`config.mk`:
```
export PLATFORM = sky130hd
export DESIGN_NAME = cwd_decoder
export DESIGN_NICKNAME = d
export VERILOG_FILES = /design/src/design/cwd_pkg.sv /design/src/design/cwd_decoder.sv
export SDC_FILE = /design/constraint.sdc
export NUM_CORES = 1
export LEC_CHECK = 0
export BUFFER_PORTS_ARGS = -buffer_cell sky130_fd_sc_hd__buf_4
export CAP_MARGIN = 0
export CORE_MARGIN = 2
export CORE_UTILIZATION = 48
export CTS_CLUSTER_SIZE = 8
export DETAILED_ROUTE_END_ITERATION = 6
export PLACE_DENSITY_LB_ADDON = 0.12
export SLEW_MARGIN = 20
export SYNTH_ARGS = -nofsm -noshare
export SYNTH_HDL_FRONTEND = slang
export SYNTH_SLANG_ARGS = --single-unit
```
`constraint.sdc`:
```
create_clock -name clk -period 2.56 [get_ports clk]
set_input_delay 0.512 -clock clk [delete_from_list [all_inputs] [get_ports clk]]
set_output_delay 0.512 -clock clk [all_outputs]
set_load 0.01 [all_outputs]
```
`src/design/cwd_pkg.sv`:
```
package cwd_pkg;

  // Width and location of the configuration word in the programming address space.
  localparam int CWD_WORD_W = 14;
  localparam int CWD_ADDR_W = 14;
  localparam logic [13:0] CWD_CFG_ADDR = 14'h2007;
  localparam logic [13:0] CWD_CFG_BASE = 14'h2000;
  localparam logic [13:0] CWD_ERASED = 14'h3FFF;

  // Programming commands, six bits, sent least significant bit first by the programmer.
  localparam logic [5:0] CWD_CMD_LOAD_CFG = 6'h00;
  localparam logic [5:0] CWD_CMD_LOAD_DATA = 6'h02;
  localparam logic [5:0] CWD_CMD_READ_DATA = 6'h04;
  localparam logic [5:0] CWD_CMD_INCR_ADDR = 6'h06;
  localparam logic [5:0] CWD_CMD_BEGIN_PROG = 6'h08;
  localparam logic [5:0] CWD_CMD_END_PROG = 6'h0E;

  // Field positions.
  localparam int CWD_OSC_LSB = 0;
  localparam int CWD_WATCHDOG_BIT = 2;
  localparam int CWD_PUT_BIT = 3;
  localparam int CWD_LOCK_LO_LSB = 4;
  localparam int CWD_BROWNOUT_BIT = 6;
  localparam int CWD_LOCK_MID_LSB = 8;
  localparam int CWD_TRIP_LSB = 10;
  localparam int CWD_LOCK_HI_LSB = 12;

  // Bits that read back as one because a layout leaves them unimplemented.
  localparam logic [13:0] CWD_UNIMPL_EARLY = 14'h3FE0;
  localparam logic [13:0] CWD_UNIMPL_PLAIN = 14'h3FC0;
  localparam logic [13:0] CWD_UNIMPL_REPL = 14'h0080;
  localparam logic [13:0] CWD_UNIMPL_NONE = 14'h0000;
  localparam logic [13:0] CWD_UNIMPL_NOBOR = 14'h00C0;
  localparam logic [13:0] CWD_UNIMPL_LOWEND = 14'h3F80;

  // Single-bit protection layout: copies in 13-7 and 5-4, low block stays writable.
  localparam logic [13:0] CWD_SINGLE_MASK = 14'h3FB0;
  localparam logic [13:0] CWD_SINGLE_WR_LO = 14'h0000;
  localparam logic [13:0] CWD_SINGLE_WR_HI = 14'h003F;

  // Address aliasing on the smaller low-end-protection member.
  localparam logic [13:0] CWD_ALIAS_LO = 14'h1000;
  localparam logic [13:0] CWD_ALIAS_HI = 14'h1FFF;
  localparam logic [13:0] CWD_ALIAS_MASK = 14'h0FFF;

  typedef enum logic [10:0] {
    CWD_LAY_EARLY = 11'h001,   // single protect bit at bit 4, no brown-out
    CWD_LAY_PLAIN = 11'h002,   // two-bit protect at 5-4, no brown-out
    CWD_LAY_STD = 11'h004,     // replicated protect, brown-out at bit 6
    CWD_LAY_MID = 11'h008,
    CWD_LAY_SMALL = 11'h010,
    CWD_LAY_SINGLE = 11'h020,
    CWD_LAY_VTH = 11'h040,
    CWD_LAY_PLL = 11'h080,
    CWD_LAY_NOBOR = 11'h100,
    CWD_LAY_LOWEND = 11'h200,
    CWD_LAY_LOWEND_SM = 11'h400
  } cwd_layout_t;

  typedef enum logic [5:0] {
    CWD_PROT_NONE = 6'h01,
    CWD_PROT_UPPER_HALF = 6'h02,
    CWD_PROT_UPPER_3Q = 6'h04,
    CWD_PROT_ALL = 6'h08,
    CWD_PROT_LOWER_HALF = 6'h10,
    CWD_PROT_ALL_BUT_256 = 6'h20
  } cwd_protect_t;

  typedef enum logic [7:0] {
    CWD_OSC_RC = 8'h01,
    CWD_OSC_HS = 8'h02,
    CWD_OSC_XT = 8'h04,
    CWD_OSC_LP = 8'h08,
    CWD_OSC_EXT_PLL = 8'h10,
    CWD_OSC_HS_PLL = 8'h20,
    CWD_OSC_EXT_CLK_OUT = 8'h40,
    CWD_OSC_HS_NOPLL = 8'h80
  } cwd_osc_t;

  typedef enum logic [3:0] {
    CWD_TRIP_2V5 = 4'h1,
    CWD_TRIP_2V7 = 4'h2,
    CWD_TRIP_4V2 = 4'h4,
    CWD_TRIP_4V5 = 4'h8
  } cwd_trip_t;

  // Programmer command as it arrives after deserialisation.
  typedef struct packed {
    logic valid;
    logic [5:0] code;
    logic [13:0] data;
  } cwd_cmd_t;

  // Decoded device settings.
  typedef struct packed {
    cwd_protect_t protect;
    logic copies_agree;
    logic low_block_writable;
    logic brownout_reset_enable;
    cwd_trip_t brownout_trip_voltage;
    logic powerup_timer_on;
    logic watchdog_enable;
    cwd_osc_t oscillator_select;
  } cwd_settings_t;

endpackage : cwd_pkg

```
`src/design/cwd_decoder.sv`:
```
// Functional notes
// - Standard protect codes: off, half, three quarters, all.
// - Mid layout: 1x off, 01 half, 00 all.
// - Smallest layout: only 00 protects everything.
// - Protection applies only when all copies agree.
// - Unimplemented word bits read back as one.
// - Bit 6 set enables brown-out reset.
// - Bit 3 low enables the power-up timer.
// - Brown-out enable forces the power-up timer on.
// - Bit 2 set enables the watchdog.
// - Oscillator codes: RC, HS, XT, LP.
// - PLL layout oscillator codes differ.
// - Single protect bit replicated; low block writable.
// - Threshold layout: bits 11-10 select brown-out trip voltage.
// - Low-end layout protects from the bottom.
// - Smaller low-end member aliases upper addresses down.
// - Fourteen-bit word lives at 2007h.
// - Programmed bit reads zero, erased reads one.
// - Load configuration sets address counter to 2000h.
`timescale 1ns/100ps
`default_nettype none

module cwd_decoder
  import cwd_pkg::*;
#(
  parameter cwd_layout_t LAYOUT = CWD_LAY_STD, // Word layout of this device.
  parameter logic [13:0] INIT_WORD = CWD_ERASED // Word content restored at reset.
) (
  input wire logic clk, // 10 MHz clock.
  input wire logic resetn, // Synchronous reset, active low.
  input wire cwd_cmd_t cmd, // Deserialised programmer command.
  input wire logic [13:0] prog_addr_in, // Program address from the core fetch side.
  output logic [13:0] read_data, // Data returned for a read command.
  output logic read_valid, // Read data valid, one-cycle pulse.
  output logic [13:0] addr_counter, // Programming address counter.
  output logic programming, // Programming pulse in progress.
  output logic [13:0] config_word, // Configuration word as read back.
  output logic [13:0] prog_addr_mapped, // Program address after aliasing.
  output cwd_settings_t settings // Decoded device settings.
);

  // A command counts only on the edge where its strobe is high.
  function automatic logic cmd_is(input cwd_cmd_t c, input logic [5:0] code);
    cmd_is = c.valid && (c.code == code);
  endfunction : cmd_is

  function automatic logic [13:0] unimpl_mask(input cwd_layout_t lay);
    unique case (lay)
      CWD_LAY_EARLY: unimpl_mask = CWD_UNIMPL_EARLY;
      CWD_LAY_PLAIN: unimpl_mask = CWD_UNIMPL_PLAIN;
      CWD_LAY_STD, CWD_LAY_MID, CWD_LAY_SMALL: unimpl_mask = CWD_UNIMPL_REPL;
      CWD_LAY_SINGLE: unimpl_mask = CWD_UNIMPL_NONE;
      CWD_LAY_VTH: unimpl_mask = CWD_UNIMPL_REPL;
      CWD_LAY_PLL, CWD_LAY_NOBOR: unimpl_mask = CWD_UNIMPL_NOBOR;
      CWD_LAY_LOWEND, CWD_LAY_LOWEND_SM: unimpl_mask = CWD_UNIMPL_LOWEND;
      default: unimpl_mask = CWD_UNIMPL_NONE;
    endcase
  endfunction : unimpl_mask

  // Layouts without a brown-out cell must never report it enabled, whatever bit 6 holds.
  function automatic logic has_brownout(input cwd_layout_t lay);
    has_brownout = (lay == CWD_LAY_STD) || (lay == CWD_LAY_MID) || (lay == CWD_LAY_SMALL) ||
                   (lay == CWD_LAY_SINGLE) || (lay == CWD_LAY_VTH) || (lay == CWD_LAY_LOWEND) ||
                   (lay == CWD_LAY_LOWEND_SM);
  endfunction : has_brownout

  function automatic logic [1:0] pair_at(input logic [13:0] w, input int lsb);
    pair_at = w[lsb +: 2];
  endfunction : pair_at

  logic [13:0] word_r;
  logic [13:0] word_nxt;
  logic [13:0] latch_r;
  logic [13:0] addr_r;
  logic prog_r;
  logic [13:0] rdata_r;
  logic rvalid_r;
  logic [13:0] mapped_r;
  cwd_settings_t set_r;
  cwd_settings_t set_nxt;
  logic [13:0] word_view;
  logic is_cfg;

  // Unimplemented cells are forced high so the programmer never sees stray zeros.
  assign word_view = word_r | unimpl_mask(LAYOUT);
  assign is_cfg = (addr_r == CWD_CFG_ADDR);

  // Address counter, loaded by load configuration and stepped by increment.
  always_ff @(posedge clk) begin
    if (!resetn) begin
      addr_r <= 14'h0000;
    end else if (cmd.valid) begin
      if (cmd.code == CWD_CMD_LOAD_CFG) begin
        addr_r <= CWD_CFG_BASE;
      end else if (cmd.code == CWD_CMD_INCR_ADDR) begin
        addr_r <= addr_r + 14'h0001;
      end
    end
  end

  // The data latch is filled by both load commands; loading configuration also moves the counter.
  always_ff @(posedge clk) begin
    if (!resetn) begin
      latch_r <= CWD_ERASED;
    end else if (cmd_is(cmd, CWD_CMD_LOAD_CFG) || cmd_is(cmd, CWD_CMD_LOAD_DATA)) begin
      latch_r <= cmd.data;
    end
  end

  // The pulse length is left wholly to the programmer; no timer bounds it here.
  always_ff @(posedge clk) begin
    if (!resetn) begin
      prog_r <= 1'b0;
    end else if (cmd_is(cmd, CWD_CMD_BEGIN_PROG)) begin
      prog_r <= 1'b1;
    end else if (cmd_is(cmd, CWD_CMD_END_PROG)) begin
      prog_r <= 1'b0;
    end
  end

  // One-time cells can only be driven from erased to programmed, so each pulse ANDs the latch in.
  always_comb begin
    word_nxt = word_r;
    if (prog_r && is_cfg) begin
      word_nxt = word_r & latch_r;
    end
  end

  // The word is modelled as nonvolatile content restored to a fixed image at reset.
  always_ff @(posedge clk) begin
    if (!resetn) begin
      word_r <= INIT_WORD;
    end else begin
      word_r <= word_nxt;
    end
  end

  // Read answers one cycle after the command; only the configuration word lives here.
  always_ff @(posedge clk) begin
    if (!resetn) begin
      rdata_r <= CWD_ERASED;
      rvalid_r <= 1'b0;
    end else begin
      rvalid_r <= cmd_is(cmd, CWD_CMD_READ_DATA);
      if (cmd_is(cmd, CWD_CMD_READ_DATA)) begin
        rdata_r <= is_cfg ? word_view : CWD_ERASED;
      end
    end
  end

  // Address aliasing for the smaller low-end member.
  always_ff @(posedge clk) begin
    if (!resetn) begin
      mapped_r <= 14'h0000;
    end else if ((LAYOUT == CWD_LAY_LOWEND_SM) && (prog_addr_in >= CWD_ALIAS_LO) &&
                 (prog_addr_in <= CWD_ALIAS_HI)) begin
      mapped_r <= prog_addr_in & CWD_ALIAS_MASK;
    end else begin
      mapped_r <= prog_addr_in;
    end
  end

  // Single-bit protection: a programmed bit protects everything.
  function automatic cwd_protect_t single_protect(input logic bit_val);
    single_protect = bit_val ? CWD_PROT_NONE : CWD_PROT_ALL;
  endfunction : single_protect

  // Setting decode; the layout is fixed at elaboration.
  always_comb begin
    logic [1:0] lock_lo;
    logic [1:0] osc;
    logic agree;
    lock_lo = pair_at(word_view, CWD_LOCK_LO_LSB);
    osc = pair_at(word_view, CWD_OSC_LSB);
    agree = 1'b1;
    set_nxt.protect = CWD_PROT_NONE;
    set_nxt.low_block_writable = 1'b0;
    set_nxt.brownout_trip_voltage = CWD_TRIP_2V5;
    set_nxt.oscillator_select = CWD_OSC_RC;

    // Copy checking for each replicated layout.
    unique case (LAYOUT)
      CWD_LAY_STD, CWD_LAY_MID, CWD_LAY_SMALL, CWD_LAY_PLL, CWD_LAY_NOBOR: begin
        // The third copy sits where the threshold layout keeps its trip field.
        agree = (pair_at(word_view, CWD_LOCK_MID_LSB) == lock_lo) &&
                (pair_at(word_view, CWD_LOCK_HI_LSB) == lock_lo) &&
                (pair_at(word_view, CWD_TRIP_LSB) == lock_lo);
      end
      CWD_LAY_VTH: begin
        agree = (pair_at(word_view, CWD_LOCK_MID_LSB) == lock_lo) &&
                (pair_at(word_view, CWD_LOCK_HI_LSB) == lock_lo);
      end
      CWD_LAY_SINGLE: begin
        agree = ((word_view & CWD_SINGLE_MASK) == CWD_SINGLE_MASK) ||
                ((word_view & CWD_SINGLE_MASK) == 14'h0000);
      end
      default: agree = 1'b1;
    endcase
    set_nxt.copies_agree = agree;

    // A disagreeing set of copies leaves memory unprotected.
    if (agree) begin
      unique case (LAYOUT)
        CWD_LAY_EARLY: begin
          set_nxt.protect = single_protect(word_view[CWD_LOCK_LO_LSB]);
        end
        CWD_LAY_SINGLE: begin
          set_nxt.protect = single_protect(word_view[CWD_LOCK_LO_LSB]);
          set_nxt.low_block_writable = !word_view[CWD_LOCK_LO_LSB];
        end
        CWD_LAY_MID: begin
          unique case (lock_lo)
            2'b11: set_nxt.protect = CWD_PROT_NONE;
            2'b10: set_nxt.protect = CWD_PROT_NONE;
            2'b01: set_nxt.protect = CWD_PROT_UPPER_HALF;
            2'b00: set_nxt.protect = CWD_PROT_ALL;
          endcase
        end
        CWD_LAY_SMALL: begin
          unique case (lock_lo)
            2'b11: set_nxt.protect = CWD_PROT_NONE;
            2'b10: set_nxt.protect = CWD_PROT_NONE;
            2'b01: set_nxt.protect = CWD_PROT_NONE;
            2'b00: set_nxt.protect = CWD_PROT_ALL;
          endcase
        end
        CWD_LAY_LOWEND, CWD_LAY_LOWEND_SM: begin
          unique case (lock_lo)
            2'b11: set_nxt.protect = CWD_PROT_NONE;
            2'b10: set_nxt.protect = CWD_PROT_LOWER_HALF;
            2'b01: set_nxt.protect = CWD_PROT_ALL_BUT_256;
            2'b00: set_nxt.protect = CWD_PROT_ALL;
          endcase
        end
        default: begin
          unique case (lock_lo)
            2'b11: set_nxt.protect = CWD_PROT_NONE;
            2'b10: set_nxt.protect = CWD_PROT_UPPER_HALF;
            2'b01: set_nxt.protect = CWD_PROT_UPPER_3Q;
            2'b00: set_nxt.protect = CWD_PROT_ALL;
          endcase
        end
      endcase
    end

    set_nxt.brownout_reset_enable = has_brownout(LAYOUT) && word_view[CWD_BROWNOUT_BIT];
    if (LAYOUT == CWD_LAY_VTH) begin
      unique case (pair_at(word_view, CWD_TRIP_LSB))
        2'b11: set_nxt.brownout_trip_voltage = CWD_TRIP_2V5;
        2'b10: set_nxt.brownout_trip_voltage = CWD_TRIP_2V7;
        2'b01: set_nxt.brownout_trip_voltage = CWD_TRIP_4V2;
        2'b00: set_nxt.brownout_trip_voltage = CWD_TRIP_4V5;
      endcase
    end
    // Brown-out recovery needs the timer, so it overrides the enable bit.
    set_nxt.powerup_timer_on = !word_view[CWD_PUT_BIT] || set_nxt.brownout_reset_enable;
    set_nxt.watchdog_enable = word_view[CWD_WATCHDOG_BIT];

    if (LAYOUT == CWD_LAY_PLL) begin
      unique case (osc)
        2'b11: set_nxt.oscillator_select = CWD_OSC_EXT_PLL;
        2'b10: set_nxt.oscillator_select = CWD_OSC_HS_PLL;
        2'b01: set_nxt.oscillator_select = CWD_OSC_EXT_CLK_OUT;
        2'b00: set_nxt.oscillator_select = CWD_OSC_HS_NOPLL;
      endcase
    end else begin
      unique case (osc)
        2'b11: set_nxt.oscillator_select = CWD_OSC_RC;
        2'b10: set_nxt.oscillator_select = CWD_OSC_HS;
        2'b01: set_nxt.oscillator_select = CWD_OSC_XT;
        2'b00: set_nxt.oscillator_select = CWD_OSC_LP;
      endcase
    end
  end

  // Settings are registered so that a word being programmed never glitches the decoded outputs.
  always_ff @(posedge clk) begin
    if (!resetn) begin
      set_r.protect <= CWD_PROT_NONE;
      set_r.copies_agree <= 1'b1;
      set_r.low_block_writable <= 1'b0;
      set_r.brownout_reset_enable <= 1'b0;
      set_r.brownout_trip_voltage <= CWD_TRIP_2V5;
      set_r.powerup_timer_on <= 1'b0;
      set_r.watchdog_enable <= 1'b0;
      set_r.oscillator_select <= CWD_OSC_RC;
    end else begin
      set_r <= set_nxt;
    end
  end

  assign read_data = rdata_r;
  assign read_valid = rvalid_r;
  assign addr_counter = addr_r;
  assign programming = prog_r;
  assign config_word = word_view;
  assign prog_addr_mapped = mapped_r;
  assign settings = set_r;

endmodule : cwd_decoder

`default_nettype wire

```
==> flow_results.org <==
** CTS
- Buffers inserted to repair hold after CTS numbered 0.
- Post-CTS Setup Repair Bufs :: 0
- After clock tree synthesis, the clock-pin slew on the worst setup and hold paths is 0.08 ns.
- The number of clock buffers added by TritonCTS is 9.
- Count of instances resized after the clock tree is built :: 0
- Clock latency of the later-clocked register in the worst-skew pair :: 0.34 ns
- Maximum level of the CTS H-tree :: 3
- The cell sitting at the root of the clock tree is a sky130_fd_sc_hd__clkbuf_8.
- The longest clock path from root to sink contains 2 buffers.
- Clock tree from TritonCTS :: built
- The clock drives 81 sinks.

** Routing
- Across all layers, the routed design uses 2519 vias.
- Detailed router's first-iteration violation count :: 66
- The first detailed-routing pass took 4 iterations.
- DR top layer :: met4
- Met2 wire length :: 3120 um
- After detailed routing, the number of remaining DRC violations is 0.
- The routed design has 6500 um of wire.
- Once detail routing completed, the nets flagged for antenna violations numbered 0.
- Using the TritonRoute via totals, the vias-per-cell ratio works out to 5.16.
- In the detailed route, the total length drawn on met3 is 410 um.
- The detailed router put a total of 2920 um of wire on met1.
- After detailed routing, the average wire length per cell comes to 13.3 um.

** Yosys
- Dividing the synthesized area by the synthesized cell count gives 9.63 um^2.
- Yosys cell types :: 47
- For this run, the number of Yosys warnings is 0.
- Cell area after technology mapping :: 2990 um^2
- Primary flip-flop cell chosen by synthesis mapping :: sky130_fd_sc_hd__dfxtp_1
- Fraction of registers with async set or reset after synthesis :: 0%
- Post-synthesis cell count :: 311
- Synthesis-stage register bit count :: 81
- Share of the yosys chip area belonging to registers :: 54.2%
- Yosys mapped a number of flops with a built-in enable equal to 0.

** Critical path
- The most numerous cell type found on the critical path is sky130_fd_sc_hd__buf_4.
- In this design, the largest share of critical-path delay is due to simple AND/OR/NAND/NOR gates.
- Standard cell with the maximum stage delay on the critical path :: sky130_fd_sc_hd__or4b_4
- The critical path goes through buf_4 > or4b_4 > buf_4 > nor3b_1 > buf_4 > nand3_1 > o22a_1.
- CP max FO :: 11
- The worst setup path is captured at a flop.
- Arrival time at the worst endpoint :: 2.44 ns
- Delay contributed by the slowest stage of the critical path :: 0.59 ns
- Buffers plus inverters on the worst setup path :: 3
- Kind of critical path :: in2reg
- The worst setup path is launched from a primary input.
- Crit path required time :: 2.79 ns

** Power and ir drop
- For this design the static power due to leakage is 1.69 nW.
- Power density of the placed cells :: 593 nW/um^2
- Maximum vdd ir drop :: 394 uV
- The design draws 2.34 mW.

** Timing
- Number of pins with negative max-slew slack in the final report :: 0
- Setup repair after global routing missed its margin :: no
- At the pin with the least slew margin, the transition time is 0.497 ns.
- Adding up every negative setup slack in the final design gives 0 ns.
- On the final layout, the worst hold slack is 0.375 ns.
- Number of hold violations in the final report :: 0
- Setup violations remaining at the end of the flow were counted as 0.
- Clock period minus final worst setup slack :: 2.22 ns
- Between clock sinks in the finished design, the worst skew comes to 0.0131 ns.
- Based on the critical path, the design can be clocked at up to 0.451 GHz.
- Dividing the final minimum period by the clock period gives 86.5%.
- Max-slew headroom :: 66.8%

** Job
- Across the run, the number of max-cap violations was 0.

** Final layout
- Cells with a size suffix above 1 make up 30.5% of the layout.
- Diodes inserted :: 0
- Most frequent cells in the layout :: sky130_fd_sc_hd__buf_4, sky130_fd_sc_hd__dfxtp_1, sky130_fd_sc_hd__nand2_1
- Layout Nets :: 446
- From synthesis to final layout, the design area changed by 32.0%.
- Leaving out fill and tap cells, the most frequent cell in the layout is sky130_fd_sc_hd__buf_4.

** Placement
- Hpwl dp :: 4610 um
- In this run the tool buffered the top-level ports with 103 buffer cells.
- Last weighted congestion value of the routability-driven placer :: 0.816

** Floorplanning
- Die footprint :: 6890 um^2
- Placeable core area :: 5990 um^2
- Number of placement rows :: 28
- For this configuration, the core starts out at a cell density of 50.0%.
- Die Span Y :: 83.0 um
- Die Wd :: 83.0 um
- 118 I/O pins were placed.

** GRT
- Entering global routing, the biggest net connects 46 pins.
- Via count of the first global-routing pass :: 2228
- GRT Resource Usage Total :: 18.7%
- The number of antenna violations at the first check in global routing came to 0.
- Summed over all layers, the global routing overflow is 0.
- First-pass GRT wire length :: 10600 um

** Hold path
- The path class of the tightest hold or removal check is in2reg.

** Outcome
- The flow ran to the end, and the final reports show no timing, DRC or antenna violations.
[cell usage after synthesis (2+ instances only)]
| master | n | area share [%] |
|---|---|---|
| sky130_fd_sc_hd__dfxtp_1 | 81 | 54 |
| sky130_fd_sc_hd__nand2_1 | 37 | 4.6 |
| sky130_fd_sc_hd__o22a_1 | 23 | 6.7 |
| sky130_fd_sc_hd__nand3_1 | 20 | 3.3 |
| sky130_fd_sc_hd__and2_1 | 16 | 3.3 |
| sky130_fd_sc_hd__buf_4 | 15 | 3.8 |
| sky130_fd_sc_hd__clkbuf_1 | 15 | 1.9 |
| sky130_fd_sc_hd__o21ai_0 | 11 | 1.8 |
| sky130_fd_sc_hd__a21oi_1 | 10 | 1.7 |
| sky130_fd_sc_hd__or3_1 | 9 | 1.9 |
| sky130_fd_sc_hd__nor2_1 | 8 | 1.0 |
| sky130_fd_sc_hd__inv_1 | 6 | 0.75 |
| sky130_fd_sc_hd__nand4_1 | 6 | 1.3 |
| sky130_fd_sc_hd__nor3_1 | 4 | 0.67 |
| sky130_fd_sc_hd__or4_1 | 4 | 1.0 |
| sky130_fd_sc_hd__nor2b_1 | 3 | 0.63 |
| sky130_fd_sc_hd__nor3b_1 | 3 | 0.75 |
| sky130_fd_sc_hd__nor4_1 | 3 | 0.63 |
| sky130_fd_sc_hd__a31oi_1 | 2 | 0.42 |
| sky130_fd_sc_hd__and4_1 | 2 | 0.59 |
| sky130_fd_sc_hd__conb_1 | 2 | 0.25 |
| sky130_fd_sc_hd__mux2i_1 | 2 | 0.67 |
| sky130_fd_sc_hd__nand2b_1 | 2 | 0.42 |
| sky130_fd_sc_hd__o21a_1 | 2 | 0.50 |
| sky130_fd_sc_hd__o311ai_0 | 2 | 0.59 |
| sky130_fd_sc_hd__xnor2_1 | 2 | 0.59 |
[logic make-up after synthesis]
kind of cell               synth area share [%]
and+or+nand+nor                            22.0
DFF                                        54.2
AOI/OAI and AO/OA                          14.8
buffers and inverters                      6.85
xor gates and xnor gates                  0.878
other                                     0.251
muxes                                     0.669
adders and majority gates                 0.418
[worst paths after layout]
path                    start                   end  slack (ns)  cells past startpoint
max                   cmd[14]          read_data[2]        0.34                      7
min          prog_addr_in[11]  prog_addr_mapped[11]        0.38                      2
min reg2reg        latch_r[4]             word_r[4]        0.45                      1
max reg2reg   addr_counter[0]      addr_counter[12]        0.56                      5
[report_power, final]
part / leakage [nW] / switching [mW] / total, mW / internal [mW]
combinational: 0.939 / 0.0691 / 0.140 / 0.0704
clock: 0.0929 / 0.465 / 0.920 / 0.455
sequential: 0.660 / 0.00644 / 1.28 / 1.28
[state kept, by name, summed over array words and instances, names as in the netlist]
| signal | flops |
|---|---|
| programming | 1 |
| word_r | 13 |
| read_valid | 1 |
| read_data | 13 |
| addr_counter | 14 |
| latch_r | 13 |
| prog_addr_mapped | 14 |
| settings | 12 |
[routing by layer]
layer,vias to the layer above,GRT usage [%]
met3,4,5.27
met5,-,0
met4,0,6.26
met1,1154,23.7
met2,88,30.7
li1,1273,-
[area by class of cell]
cell class | instances | area [um^2]
sequential | 81 | 1620
tap | 75 | 93.8
clock inverter | 6 | 67.6
inverter | 6 | 22.5
multi-input combinational | 202 | 1210
fill | 526 | 2040
timing repair buffer | 108 | 811
clock buffer | 10 | 128
[per-stage QoR]
stage / utilization (%) / worst slack (ns) / cell area (um^2) / cells
detailed placement: 62.7 / 0.0295 / 3760 / 472
global route: 66.0 / 0.198 / 3950 / 488
finish: 66.0 / 0.344 / 3950 / 488
floorplan: - / 0.338 / 3040 / 322
global placement: 62.7 / 0.0560 / 3760 / 472
CTS: 66.0 / 0.366 / 3950 / 488
[worst register-to-register path: stages, from the launching register on]
cell                      delay (ns)
sky130_fd_sc_hd__dfxtp_1        0.44
sky130_fd_sc_hd__ha_1           0.23
sky130_fd_sc_hd__nand2_1        0.08
sky130_fd_sc_hd__or4_1          0.64
sky130_fd_sc_hd__or3_1          0.40
sky130_fd_sc_hd__a21oi_1        0.14
Note: power is estimated with default switching activity, not from simulation.
